**config.mk**
```make
export PLATFORM = sky130hd
export DESIGN_NAME = trace_port_config
export DESIGN_NICKNAME = d
export VERILOG_FILES = /design/src/logic/trace_port_pkg.sv /design/src/logic/aux_clock_divider.sv /design/src/logic/trace_port_config.sv
export VERILOG_INCLUDE_DIRS = /design/src /design/src/logic
export SDC_FILE = /design/constraint.sdc
export NUM_CORES = 1
export LEC_CHECK = 0
export BUFFER_PORTS_ARGS = -buffer_cell sky130_fd_sc_hd__buf_2
export CORE_AREA = 2 2 137 139
export DETAILED_ROUTE_END_ITERATION = 16
export DIE_AREA = 0 0 139 141
export GPL_ROUTABILITY_DRIVEN = 0
export SYNTH_ARGS = -nofsm -noshare
export SYNTH_HDL_FRONTEND = slang
export SYNTH_SLANG_ARGS = --single-unit
```
**constraint.sdc**
```tcl
create_clock -name mclk -period 3.4 [get_ports mclk]
set_clock_uncertainty 0.1 [all_clocks]
set_input_delay 0.34 -clock mclk [delete_from_list [all_inputs] [get_ports mclk]]
set_output_delay 0.34 -clock mclk [all_outputs]
set_load 0.01 [all_outputs]
```
**src/logic/trace_port_defines.svh**
```systemverilog
`ifndef TRACE_PORT_DEFINES_SVH
`define TRACE_PORT_DEFINES_SVH

// register index of the port configuration register on the jtag scan path
`define CFG_INDEX 7'h7F
`define CFG_RESET 32'h00000000
// implemented bits; unsupported and reserved bits are not stored
`define CFG_WRITE_MASK 32'hFE000001

// field positions
`define CFG_FULL_BIT 31
`define CFG_GATE_BIT 30
`define CFG_EN_BIT 29
`define CFG_DIV_HI 28
`define CFG_DIV_LO 26
`define CFG_EVT_BIT 25
`define CFG_PSTAT_BIT 0

// divider codes
`define DIV_BY1 3'h0
`define DIV_BY2 3'h1
`define DIV_BY4 3'h3
`define DIV_BY8 3'h7

// jtag instruction register
`define IR_LEN 7
`define IR_CAPTURE 7'h01
`define IR_RESET 7'h00

// identification message; value is arbitrary
`define DEVICE_IDENT 32'h00005A3C
`define IDENT_BEATS_FULL 3'h2
`define IDENT_BEATS_NARROW 3'h3

// cycles after reset release before the event pin is judged
`define EVT_SETTLE 2'h3

`endif

```
**src/logic/trace_port_pkg.sv**
```systemverilog
package trace_port_pkg;

    // jtag tap states, one-hot
    typedef enum logic [15:0] {
        TAP_RESET = 16'h0001,
        TAP_IDLE = 16'h0002,
        TAP_SEL_DR = 16'h0004,
        TAP_CAP_DR = 16'h0008,
        TAP_SHIFT_DR = 16'h0010,
        TAP_EXIT1_DR = 16'h0020,
        TAP_PAUSE_DR = 16'h0040,
        TAP_EXIT2_DR = 16'h0080,
        TAP_UPD_DR = 16'h0100,
        TAP_SEL_IR = 16'h0200,
        TAP_CAP_IR = 16'h0400,
        TAP_SHIFT_IR = 16'h0800,
        TAP_EXIT1_IR = 16'h1000,
        TAP_PAUSE_IR = 16'h2000,
        TAP_EXIT2_IR = 16'h4000,
        TAP_UPD_IR = 16'h8000
    } tap_state_e;

endpackage

```
**src/logic/aux_clock_divider.sv**
```systemverilog
`timescale 1ns/1ps
`include "trace_port_defines.svh"

// makes the auxiliary output clock and the beat enable from mclk
module aux_clock_divider (
    // clock and reset
    input wire logic mclk,
    input wire logic rstn,
    // control
    input wire logic run,
    input wire logic [2:0] ratioCode,
    // outputs
    output logic tick,
    output logic auxClk
);
    logic [2:0] count; // position within one aux period
    logic [2:0] lastCount; // period minus one
    logic phaseHigh; // registered high half for ratios 2 and up
    logic runQ; // run delayed for the undivided clock gate

    // reserved codes fall back to divide by 8, the slowest safe rate
    always_comb begin
        unique case (ratioCode)
            `DIV_BY1: lastCount = 3'h0;
            `DIV_BY2: lastCount = 3'h1;
            `DIV_BY4: lastCount = 3'h3;
            default: lastCount = 3'h7;
        endcase
    end

    // period counter, parked at the last count while stopped
    // so a gated restart opens with a beat, never a stale clock edge
    always_ff @(posedge mclk or negedge rstn) begin
        if (!rstn) begin
            count <= 3'h0;
        end else if (!run) begin
            count <= lastCount; // next run begins on a tick
        end else if (count == lastCount) begin
            count <= 3'h0;
        end else begin
            count <= count + 3'h1;
        end
    end

    // high half of the period: first half of the count
    always_ff @(posedge mclk or negedge rstn) begin
        if (!rstn) begin
            phaseHigh <= 1'b0;
            runQ <= 1'b0;
        end else begin
            runQ <= run;
            phaseHigh <= run && (lastCount != 3'h0)
                && (({1'b0, count} + 4'h1) <= {1'b0, lastCount[2:1], 1'b0} >> 1
                    || count == lastCount);
        end
    end

    // beat enable at the end of each period; when divided, data change on the same mclk edge that raises the aux clock
    assign tick = run && (count == lastCount);
    // undivided mode passes a gated, inverted mclk, otherwise the registered phase
    assign auxClk = (lastCount == 3'h0) ? (runQ & ~mclk) : phaseHigh;
endmodule

```
**src/logic/trace_port_config.sv**
```systemverilog
`timescale 1ns/1ps
`include "trace_port_defines.svh"

// Contract
// - configuration register overrides all client port settings
// - message bit0 high until clock is stable
// - jtag access only after bit0 goes low
// - identification message sent once port configured
// - only jtag writes configuration, never the processor
// - field layout fixed, all bits reset zero
// - width bit picks sixteen or twelve outputs
// - narrow mode gives pins 12-15 to gpio; only gpioOe is passed, gpioOut is not used and the data bits stay zero
// - divider codes one, two, four, eight
// - aux clock never above 80 MHz
// - ddr, config select, lowpower bits unsupported
// - excess trace overflows and is lost
// - event pin forces debug or breakpoints
// - compliance select low holds debug reset
// - clock gate stops clock between messages
module trace_port_config
    import trace_port_pkg::*;
(
    // clock and reset
    input wire logic mclk,
    input wire logic rstn,
    // pins from the tool
    input wire logic tck,
    input wire logic tms,
    input wire logic tdi,
    input wire logic jtagComplianceSelect,
    input wire logic eventInPin_n,
    // pll lock or stable clock indication
    input wire logic clockStable,
    // pin to the tool
    output logic tdo,
    output logic tdoOe,
    // message data pins
    output logic [15:0] messageDataOut,
    output logic [15:0] messageDataOe,
    output logic messageValid,
    output logic auxOutClock,
    // gpio side of pins 12 to 15
    input wire logic [3:0] gpioOut,
    input wire logic [3:0] gpioOe,
    // trace words from on-chip clients
    input wire logic [15:0] traceData,
    input wire logic traceValid,
    output logic traceReady,
    output logic traceOverflow,
    // global port settings seen by all clients
    output logic fullWidthSelect,
    output logic auxPortEnable,
    output logic eventPinEnable,
    // debug requests to the core
    output logic debugModeRequest,
    output logic breakpointRequest
);
    // pin synchronisers
    logic [1:0] tckSync;
    logic [1:0] tmsSync;
    logic [1:0] tdiSync;
    logic [1:0] compSync;
    logic [1:0] evtSync;
    logic [1:0] stableSync;
    logic tckPrev; // edge detector on the synchronised tck
    logic tckRise;
    logic tckFall;
    logic evtPrev; // previous synchronised event level

    // configuration and port state
    logic [31:0] portConfig; // the configuration register, stored bits only
    logic [2:0] auxClockDivider; // divider field
    logic auxClockGate; // gate clock between messages
    logic startupHold; // bit0 held high until the clock is stable
    logic tapHold; // tap kept in reset

    // jtag tap
    tap_state_e tapState;
    tap_state_e next_tapState;
    logic [`IR_LEN-1:0] irShift;
    logic [`IR_LEN-1:0] instruction;
    logic [31:0] drShift;
    logic bypassBit;
    logic cfgSelected; // instruction addresses the configuration register

    // message sender
    logic [2:0] identBeats; // identification beats still to send
    logic [31:0] identShift; // identification word, shifted out per beat
    logic [15:0] traceSlot; // single word holding stage
    logic slotFull;
    logic clockRun;
    logic beatTick;
    logic [1:0] settleCount; // startup delay before judging event pin
    logic evtJudged;

    // two flip-flops on every pin input
    always_ff @(posedge mclk or negedge rstn) begin
        if (!rstn) begin
            tckSync <= 2'h0;
            tmsSync <= 2'h3;
            tdiSync <= 2'h3;
            compSync <= 2'h0;
            evtSync <= 2'h3;
            stableSync <= 2'h0;
        end else begin
            tckSync <= {tckSync[0], tck};
            tmsSync <= {tmsSync[0], tms};
            tdiSync <= {tdiSync[0], tdi};
            compSync <= {compSync[0], jtagComplianceSelect};
            evtSync <= {evtSync[0], eventInPin_n};
            stableSync <= {stableSync[0], clockStable};
        end
    end

    // tck edge detection on the second stage
    always_ff @(posedge mclk or negedge rstn) begin
        if (!rstn) begin
            tckPrev <= 1'b0;
        end else begin
            tckPrev <= tckSync[1];
        end
    end
    assign tckRise = tckSync[1] & ~tckPrev;
    assign tckFall = ~tckSync[1] & tckPrev;

    // bit0 stays high from reset until the clock source is stable
    always_ff @(posedge mclk or negedge rstn) begin
        if (!rstn) begin
            startupHold <= 1'b1;
        end else if (stableSync[1]) begin
            startupHold <= 1'b0;
        end
    end

    // tap held in reset while bit0 is high or compliance select is low
    assign tapHold = startupHold || !compSync[1];

    // tap next state from tms
    always_comb begin
        next_tapState = tapState;
        unique case (tapState)
            TAP_RESET: next_tapState = tmsSync[1] ? TAP_RESET : TAP_IDLE;
            TAP_IDLE: next_tapState = tmsSync[1] ? TAP_SEL_DR : TAP_IDLE;
            TAP_SEL_DR: next_tapState = tmsSync[1] ? TAP_SEL_IR : TAP_CAP_DR;
            TAP_CAP_DR: next_tapState = tmsSync[1] ? TAP_EXIT1_DR : TAP_SHIFT_DR;
            TAP_SHIFT_DR: next_tapState = tmsSync[1] ? TAP_EXIT1_DR : TAP_SHIFT_DR;
            TAP_EXIT1_DR: next_tapState = tmsSync[1] ? TAP_UPD_DR : TAP_PAUSE_DR;
            TAP_PAUSE_DR: next_tapState = tmsSync[1] ? TAP_EXIT2_DR : TAP_PAUSE_DR;
            TAP_EXIT2_DR: next_tapState = tmsSync[1] ? TAP_UPD_DR : TAP_SHIFT_DR;
            TAP_UPD_DR: next_tapState = tmsSync[1] ? TAP_SEL_DR : TAP_IDLE;
            TAP_SEL_IR: next_tapState = tmsSync[1] ? TAP_RESET : TAP_CAP_IR;
            TAP_CAP_IR: next_tapState = tmsSync[1] ? TAP_EXIT1_IR : TAP_SHIFT_IR;
            TAP_SHIFT_IR: next_tapState = tmsSync[1] ? TAP_EXIT1_IR : TAP_SHIFT_IR;
            TAP_EXIT1_IR: next_tapState = tmsSync[1] ? TAP_UPD_IR : TAP_PAUSE_IR;
            TAP_PAUSE_IR: next_tapState = tmsSync[1] ? TAP_EXIT2_IR : TAP_PAUSE_IR;
            TAP_EXIT2_IR: next_tapState = tmsSync[1] ? TAP_UPD_IR : TAP_SHIFT_IR;
            TAP_UPD_IR: next_tapState = tmsSync[1] ? TAP_SEL_DR : TAP_IDLE;
            default: next_tapState = TAP_RESET; // illegal code recovers
        endcase
    end

    // tap state register, stepped on each tck rising edge
    always_ff @(posedge mclk or negedge rstn) begin
        if (!rstn) begin
            tapState <= TAP_RESET;
        end else if (tapHold) begin
            tapState <= TAP_RESET;
        end else if (tckRise) begin
            tapState <= next_tapState;
        end
    end

    // instruction register: capture, shift, update
    always_ff @(posedge mclk or negedge rstn) begin
        if (!rstn) begin
            irShift <= `IR_RESET;
            instruction <= `IR_RESET;
        end else if (tapState == TAP_RESET) begin
            instruction <= `IR_RESET;
        end else if (tckRise) begin
            if (tapState == TAP_CAP_IR) begin
                irShift <= `IR_CAPTURE;
            end else if (tapState == TAP_SHIFT_IR) begin
                irShift <= {tdiSync[1], irShift[`IR_LEN-1:1]};
            end else if (tapState == TAP_UPD_IR) begin
                instruction <= irShift;
            end
        end
    end
    assign cfgSelected = (instruction == `CFG_INDEX);

    // data register: config readback or bypass
    always_ff @(posedge mclk or negedge rstn) begin
        if (!rstn) begin
            drShift <= 32'h00000000;
            bypassBit <= 1'b0;
        end else if (tckRise) begin
            if (tapState == TAP_CAP_DR) begin
                drShift <= portConfig;
                bypassBit <= 1'b0;
            end else if (tapState == TAP_SHIFT_DR) begin
                drShift <= {tdiSync[1], drShift[31:1]};
                bypassBit <= tdiSync[1];
            end
        end
    end

    // configuration register; no processor write path exists
    always_ff @(posedge mclk or negedge rstn) begin
        if (!rstn) begin
            portConfig <= `CFG_RESET;
        end else if (tckRise && tapState == TAP_UPD_DR && cfgSelected) begin
            portConfig <= drShift & `CFG_WRITE_MASK;
        end
    end

    // field decode; these drive every client's port settings
    assign fullWidthSelect = portConfig[`CFG_FULL_BIT];
    assign auxPortEnable = portConfig[`CFG_EN_BIT];
    assign eventPinEnable = portConfig[`CFG_EVT_BIT];
    assign auxClockGate = portConfig[`CFG_GATE_BIT];
    assign auxClockDivider = portConfig[`CFG_DIV_HI:`CFG_DIV_LO];

    // tdo changes on the tck falling edge, driven only while shifting
    always_ff @(posedge mclk or negedge rstn) begin
        if (!rstn) begin
            tdo <= 1'b0;
            tdoOe <= 1'b0;
        end else if (tckFall) begin
            tdoOe <= (tapState == TAP_SHIFT_DR) || (tapState == TAP_SHIFT_IR);
            if (tapState == TAP_SHIFT_IR) begin
                tdo <= irShift[0];
            end else if (cfgSelected) begin
                tdo <= drShift[0];
            end else begin
                tdo <= bypassBit;
            end
        end
    end

    // identification message armed when the port becomes enabled
    always_ff @(posedge mclk or negedge rstn) begin
        if (!rstn) begin
            identBeats <= 3'h0;
            identShift <= 32'h00000000;
        end else if (tckRise && tapState == TAP_UPD_DR && cfgSelected
            && !auxPortEnable && drShift[`CFG_EN_BIT]) begin
            identShift <= `DEVICE_IDENT;
            identBeats <= drShift[`CFG_FULL_BIT] ? `IDENT_BEATS_FULL : `IDENT_BEATS_NARROW;
        end else if (beatTick && identBeats != 3'h0) begin
            identBeats <= identBeats - 3'h1;
            identShift <= fullWidthSelect ? {16'h0000, identShift[31:16]}
                : {12'h000, identShift[31:12]};
        end
    end

    // one-word holding stage; a word arriving while full is dropped
    always_ff @(posedge mclk or negedge rstn) begin
        if (!rstn) begin
            traceSlot <= 16'h0000;
            slotFull <= 1'b0;
        end else if (traceValid && !slotFull && auxPortEnable) begin
            traceSlot <= traceData;
            slotFull <= 1'b1;
        end else if (beatTick && identBeats == 3'h0) begin
            slotFull <= 1'b0;
        end
    end
    assign traceReady = !slotFull && auxPortEnable;
    assign traceOverflow = traceValid && !traceReady;

    // clock runs while enabled; gated off when idle if the gate bit is set
    assign clockRun = auxPortEnable
        && (!auxClockGate || identBeats != 3'h0 || slotFull);

    aux_clock_divider clockDivider (
        .mclk(mclk),
        .rstn(rstn),
        .run(clockRun),
        .ratioCode(auxClockDivider),
        .tick(beatTick),
        .auxClk(auxOutClock)
    );

    // message data pins; bit0 high during startup hold
    always_ff @(posedge mclk or negedge rstn) begin
        if (!rstn) begin
            messageDataOut <= 16'h0001;
            messageValid <= 1'b0;
        end else if (startupHold) begin
            messageDataOut <= 16'h0001;
            messageValid <= 1'b0;
        end else if (!auxPortEnable) begin
            messageDataOut <= 16'h0000;
            messageValid <= 1'b0;
        end else if (beatTick) begin
            messageValid <= (identBeats != 3'h0) || slotFull;
            if (identBeats != 3'h0) begin
                messageDataOut <= fullWidthSelect ? identShift[15:0]
                    : {4'h0, identShift[11:0]};
            end else if (slotFull) begin
                messageDataOut <= fullWidthSelect ? traceSlot
                    : {4'h0, traceSlot[11:0]};
            end else begin
                messageDataOut <= 16'h0000;
            end
        end
    end

    // pin enables; upper four pins go to gpio in narrow mode
    always_ff @(posedge mclk or negedge rstn) begin
        if (!rstn) begin
            messageDataOe <= 16'h0001;
        end else if (startupHold) begin
            messageDataOe <= 16'h0001;
        end else if (!auxPortEnable) begin
            messageDataOe <= {gpioOe, 12'h000};
        end else begin
            messageDataOe <= {fullWidthSelect ? 4'hF : gpioOe, 12'hFFF};
        end
    end

    // event pin judged after reset, then watched for breakpoints
    always_ff @(posedge mclk or negedge rstn) begin
        if (!rstn) begin
            settleCount <= 2'h0;
            evtJudged <= 1'b0;
            evtPrev <= 1'b1;
            debugModeRequest <= 1'b0;
            breakpointRequest <= 1'b0;
        end else begin
            evtPrev <= evtSync[1];
            debugModeRequest <= 1'b0;
            if (settleCount != `EVT_SETTLE) begin
                settleCount <= settleCount + 2'h1;
            end else if (!evtJudged) begin
                evtJudged <= 1'b1;
                debugModeRequest <= compSync[1] && !evtSync[1];
            end
            breakpointRequest <= evtJudged && compSync[1] && eventPinEnable
                && evtPrev && !evtSync[1];
        end
    end
endmodule

```
==> flow_summary.yaml <==
clocking:
  clkSlewWorstSetupHoldPaths_ps: 60
  post_cts_buffers: 0
  cts_tree: "done"
  worstSkewPairLatency_ps: 540
finish:
  stdcell_count: 917
  nNetsFinal: 709
  diodes: 0
  fill_cells: 1710
  utilization_pct: 42.2
  layout-drive-gt1-share_pct: 24.3
  area_growth_pct: 23.2
yosys:
  synthMuxAreaShare_pct: 8.47
  synthArstFlopShare_pct: 100
  synth_edf_count: 0
  syn_area_um2: 6260
  ys_seq_area_share_pct: 57.8
  ys_ff_latch: 144
  synth_top_family_by_area: "simple AND/OR/NAND/NOR gates"
  yosysTopAreaCell: "dfrtp_1"
  synth_top_area_share_pct: 53.1
  synth-xor-area-share_pct: 1.40
  synth_cell_type_count: 54
  synthTopCellsByArea: "dfrtp_1 (53%), mux2_2 (5.8%), nand2_1 (5.6%), dfstp_2 (4.6%), mux2i_1 (2.7%)"
  synth_fp_nets: 620
  synth_compound_area_share_pct: 10.7
  synth_area_per_cell_um2: 10.8
  yosys_warnings: 0
  synthSimpleGateAreaFrac_pct: 16.0
  synth_ff_type: "dfrtp_1"
  syn_inst: 581
  synth_adder_area_share_pct: 1.20
sta:
  whs_ps: 252
  finalHoldViolations: 0
  fin_crit_sh_pct: 91.0
  setup_viol: 0
  rsz0062_at_grt: "false"
  min_period_ps: 3090
  relSlewSlack_pct: 37.9
  drv_slew: 0
  worst_pin_slew_ps: 927
  fin_tns_setup_ps: 0
  max_clock_freq_mhz: 323
power:
  power.density_nw_per_um2: 510
  irDropWorstVdd_mv: 0.399
  p_total_uw: 3930
  p_leak_uw: 0.00363
floorplan:
  die-area_um2: 19600
  fp.coreArea_um2: 18300
  fp.dieH_um: 141
  rows: 50
  num_io_pins: 76
  initial_core_util_pct: 34.3
  die_w_um: 139
detailed_routing:
  wl_per_cell_um: 14.7
  vias_per_cell: 5.04
  drtAntennaViolNets: 0
  drcViolationCount: 0
  via_count: 4619
  drt_iter0_markers: 245
  postRouteWirelength_um: 13500
  first_pass_iters: 5
critical_path:
  critPathKind: "reg2reg"
  cp_max_fo: 65
  critPathRequiredTime_ps: 3700
  r2r_setup_slack_ps: 310
  critPathLaunchType: "flip-flop"
  critPathArrivalTime_ps: 3390
  crit_path_end_kind: "flip-flop"
outcome:
  status: "finished, final reports clean"
global_route:
  overflow: 0
  grt_antenna_before_repair: 0
  grt_pass1_vias: 4801
  grt_pass1_wl_um: 23300
  grt_max_degree: 101
  grt.total_usage_pct: 14.8
placement:
  buffer_ports.inserted: 71
  dp_hpwl_um: 8770
  placed_cells: 855
worst_hold_path:
  hp-class: "reg2reg"
job:
  cap_violations: 0
==> worst paths after layout <==
kind,start,to,depth (start not counted)
worst max-delay path,tapState[13]$_DFFE_PN0P_,drShift[28]$_DFFE_PN0P_,7
worst min-delay path,stableSync[1]$_DFF_PN0_,startupHold$_DFFE_PN1P_,1
worst max register to register,tapState[13]$_DFFE_PN0P_,drShift[28]$_DFFE_PN0P_,7
worst min register to register,stableSync[1]$_DFF_PN0_,startupHold$_DFFE_PN1P_,1
max in group asynchronous,rstn,messageDataOut[0]$_DFFE_PN1P_,3
min in group asynchronous,rstn,tapState[14]$_DFFE_PN0P_,2
==> power breakdown <==
| part | switching [µW] | internal, µW |
|---|---|---|
| sequential | 8.12 | 1730 |
| clock | 766 | 1310 |
| combinational | 67.0 | 47.1 |
| total | 841 | 3090 |
==> cell usage after synthesis (3+ instances only) <==
library cell and n:
dfstp_2 11, inv_1 12, ha_1 6, buf_2 3, mux2_2 32, o21ai_0 32
nor3b_1 3, nand4b_1 3, nor2b_1 6, or4_1 9, clkbuf_1 20, nor4_1 3
a22o_1 12, nor2_1 42, buf_6 5, mux2i_1 17, nand2_1 94, buf_4 11
nand4_1 5, xnor2_1 8, dfrtp_1 133, nand3_1 12, o22ai_1 3, nor3_1 9
nand2b_1 8, o211ai_1 3, a21o_1 4, o21ai_1 18, a21oi_1 24
==> layout by cell type (no fill, tap or decap), types with 3 or more instances in the layout <==
master,count
a21o_1,4
a21oi_1,24
a22o_1,12
buf_2,70
buf_4,7
bufinv_16,3
clkbuf_16,20
clkinv_2,3
clkinv_4,4
dfrtp_1,133
dfstp_2,11
dlygate4sd3_1,27
ha_1,6
inv_1,12
mux2_2,32
mux2i_1,17
nand2_1,94
nand2b_1,8
nand3_1,12
nand4_1,5
nand4b_1,3
nor2_1,42
nor2b_1,6
nor3_1,9
nor3b_1,3
nor4_1,3
o211ai_1,3
o21ai_0,32
o21ai_1,18
o22ai_1,3
or4_1,9
xnor2_1,8
==> state kept, by name, indices dropped and copies added (netlist names), 2 cells and up <==
name                flops
messageDataOe           6
identShift              3
tmsSync                 2
drShift                32
compSync                2
tckSync                 2
messageDataOut         16
irShift                 7
evtSync                 2
tapState               16
tdiSync                 2
clockDivider.count      3
instruction             7
identBeats              3
portConfig              8
stableSync              2
settleCount             2
traceSlot              16
==> critical path, stage by stage (launching register included) <==
cell and delay, ps:
dfrtp_1 460, or4_1 680, or3_4 460, or4_4 540
a21o_1 180, buf_4 290, nand2_1 150, o21ai_0 90
==> cell families (layout without fill, tap and decap cells) <==
logic type / after synthesis / count (layout)
buf+inv: 51 / 153
compound gates: 111 / 111
simple gates: 210 / 210
mux: 49 / 49
xor+xnor: 10 / 10
flops: 144 / 144
fa+ha+maj: 6 / 6
==> timing repair <==
action                                 CTS  global route
hold buffers                            27             0
gates resized for setup                  0             0
setup endpoints to repair                0             0
endpoints found under the hold margin  116             0
==> metrics by stage <==
stage | setup slack [ps] | cell area, µm²
floorplan | 572 | 6260
global placement | 390 | 6760
detailed placement | 318 | 6760
CTS | 298 | 7710
global route | 125 | 7710
finish | 306 | 7710
==> routing by layer <==
| layer | share of wire, % | wire [µm] | vias up | global-route usage [%] |
|---|---|---|---|---|
| met2 | 49 | 6550 | 118 | 24.3 |
| met4 | 2.1 | 284 | 0 | 6.54 |
| met1 | 44 | 5880 | 2291 | 17.7 |
| met3 | 5.6 | 754 | 20 | 5.03 |
| met5 | 0 | 0 | - | 0 |
| li1 | - | - | 2190 | - |
==> layout make-up <==
cell class                 instances  area [µm²]  area share (%)
inverter                          12        45.0           0.584
sequential                       144        3620            46.9
clock inverter                    15         184            2.38
clock buffer                      21         505            6.55
multi-input combinational        386        2370            30.7
tap                              234         293            3.80
timing repair buffer             105         699            9.07
No activity file was read; power rests on OpenSTA's default activity.
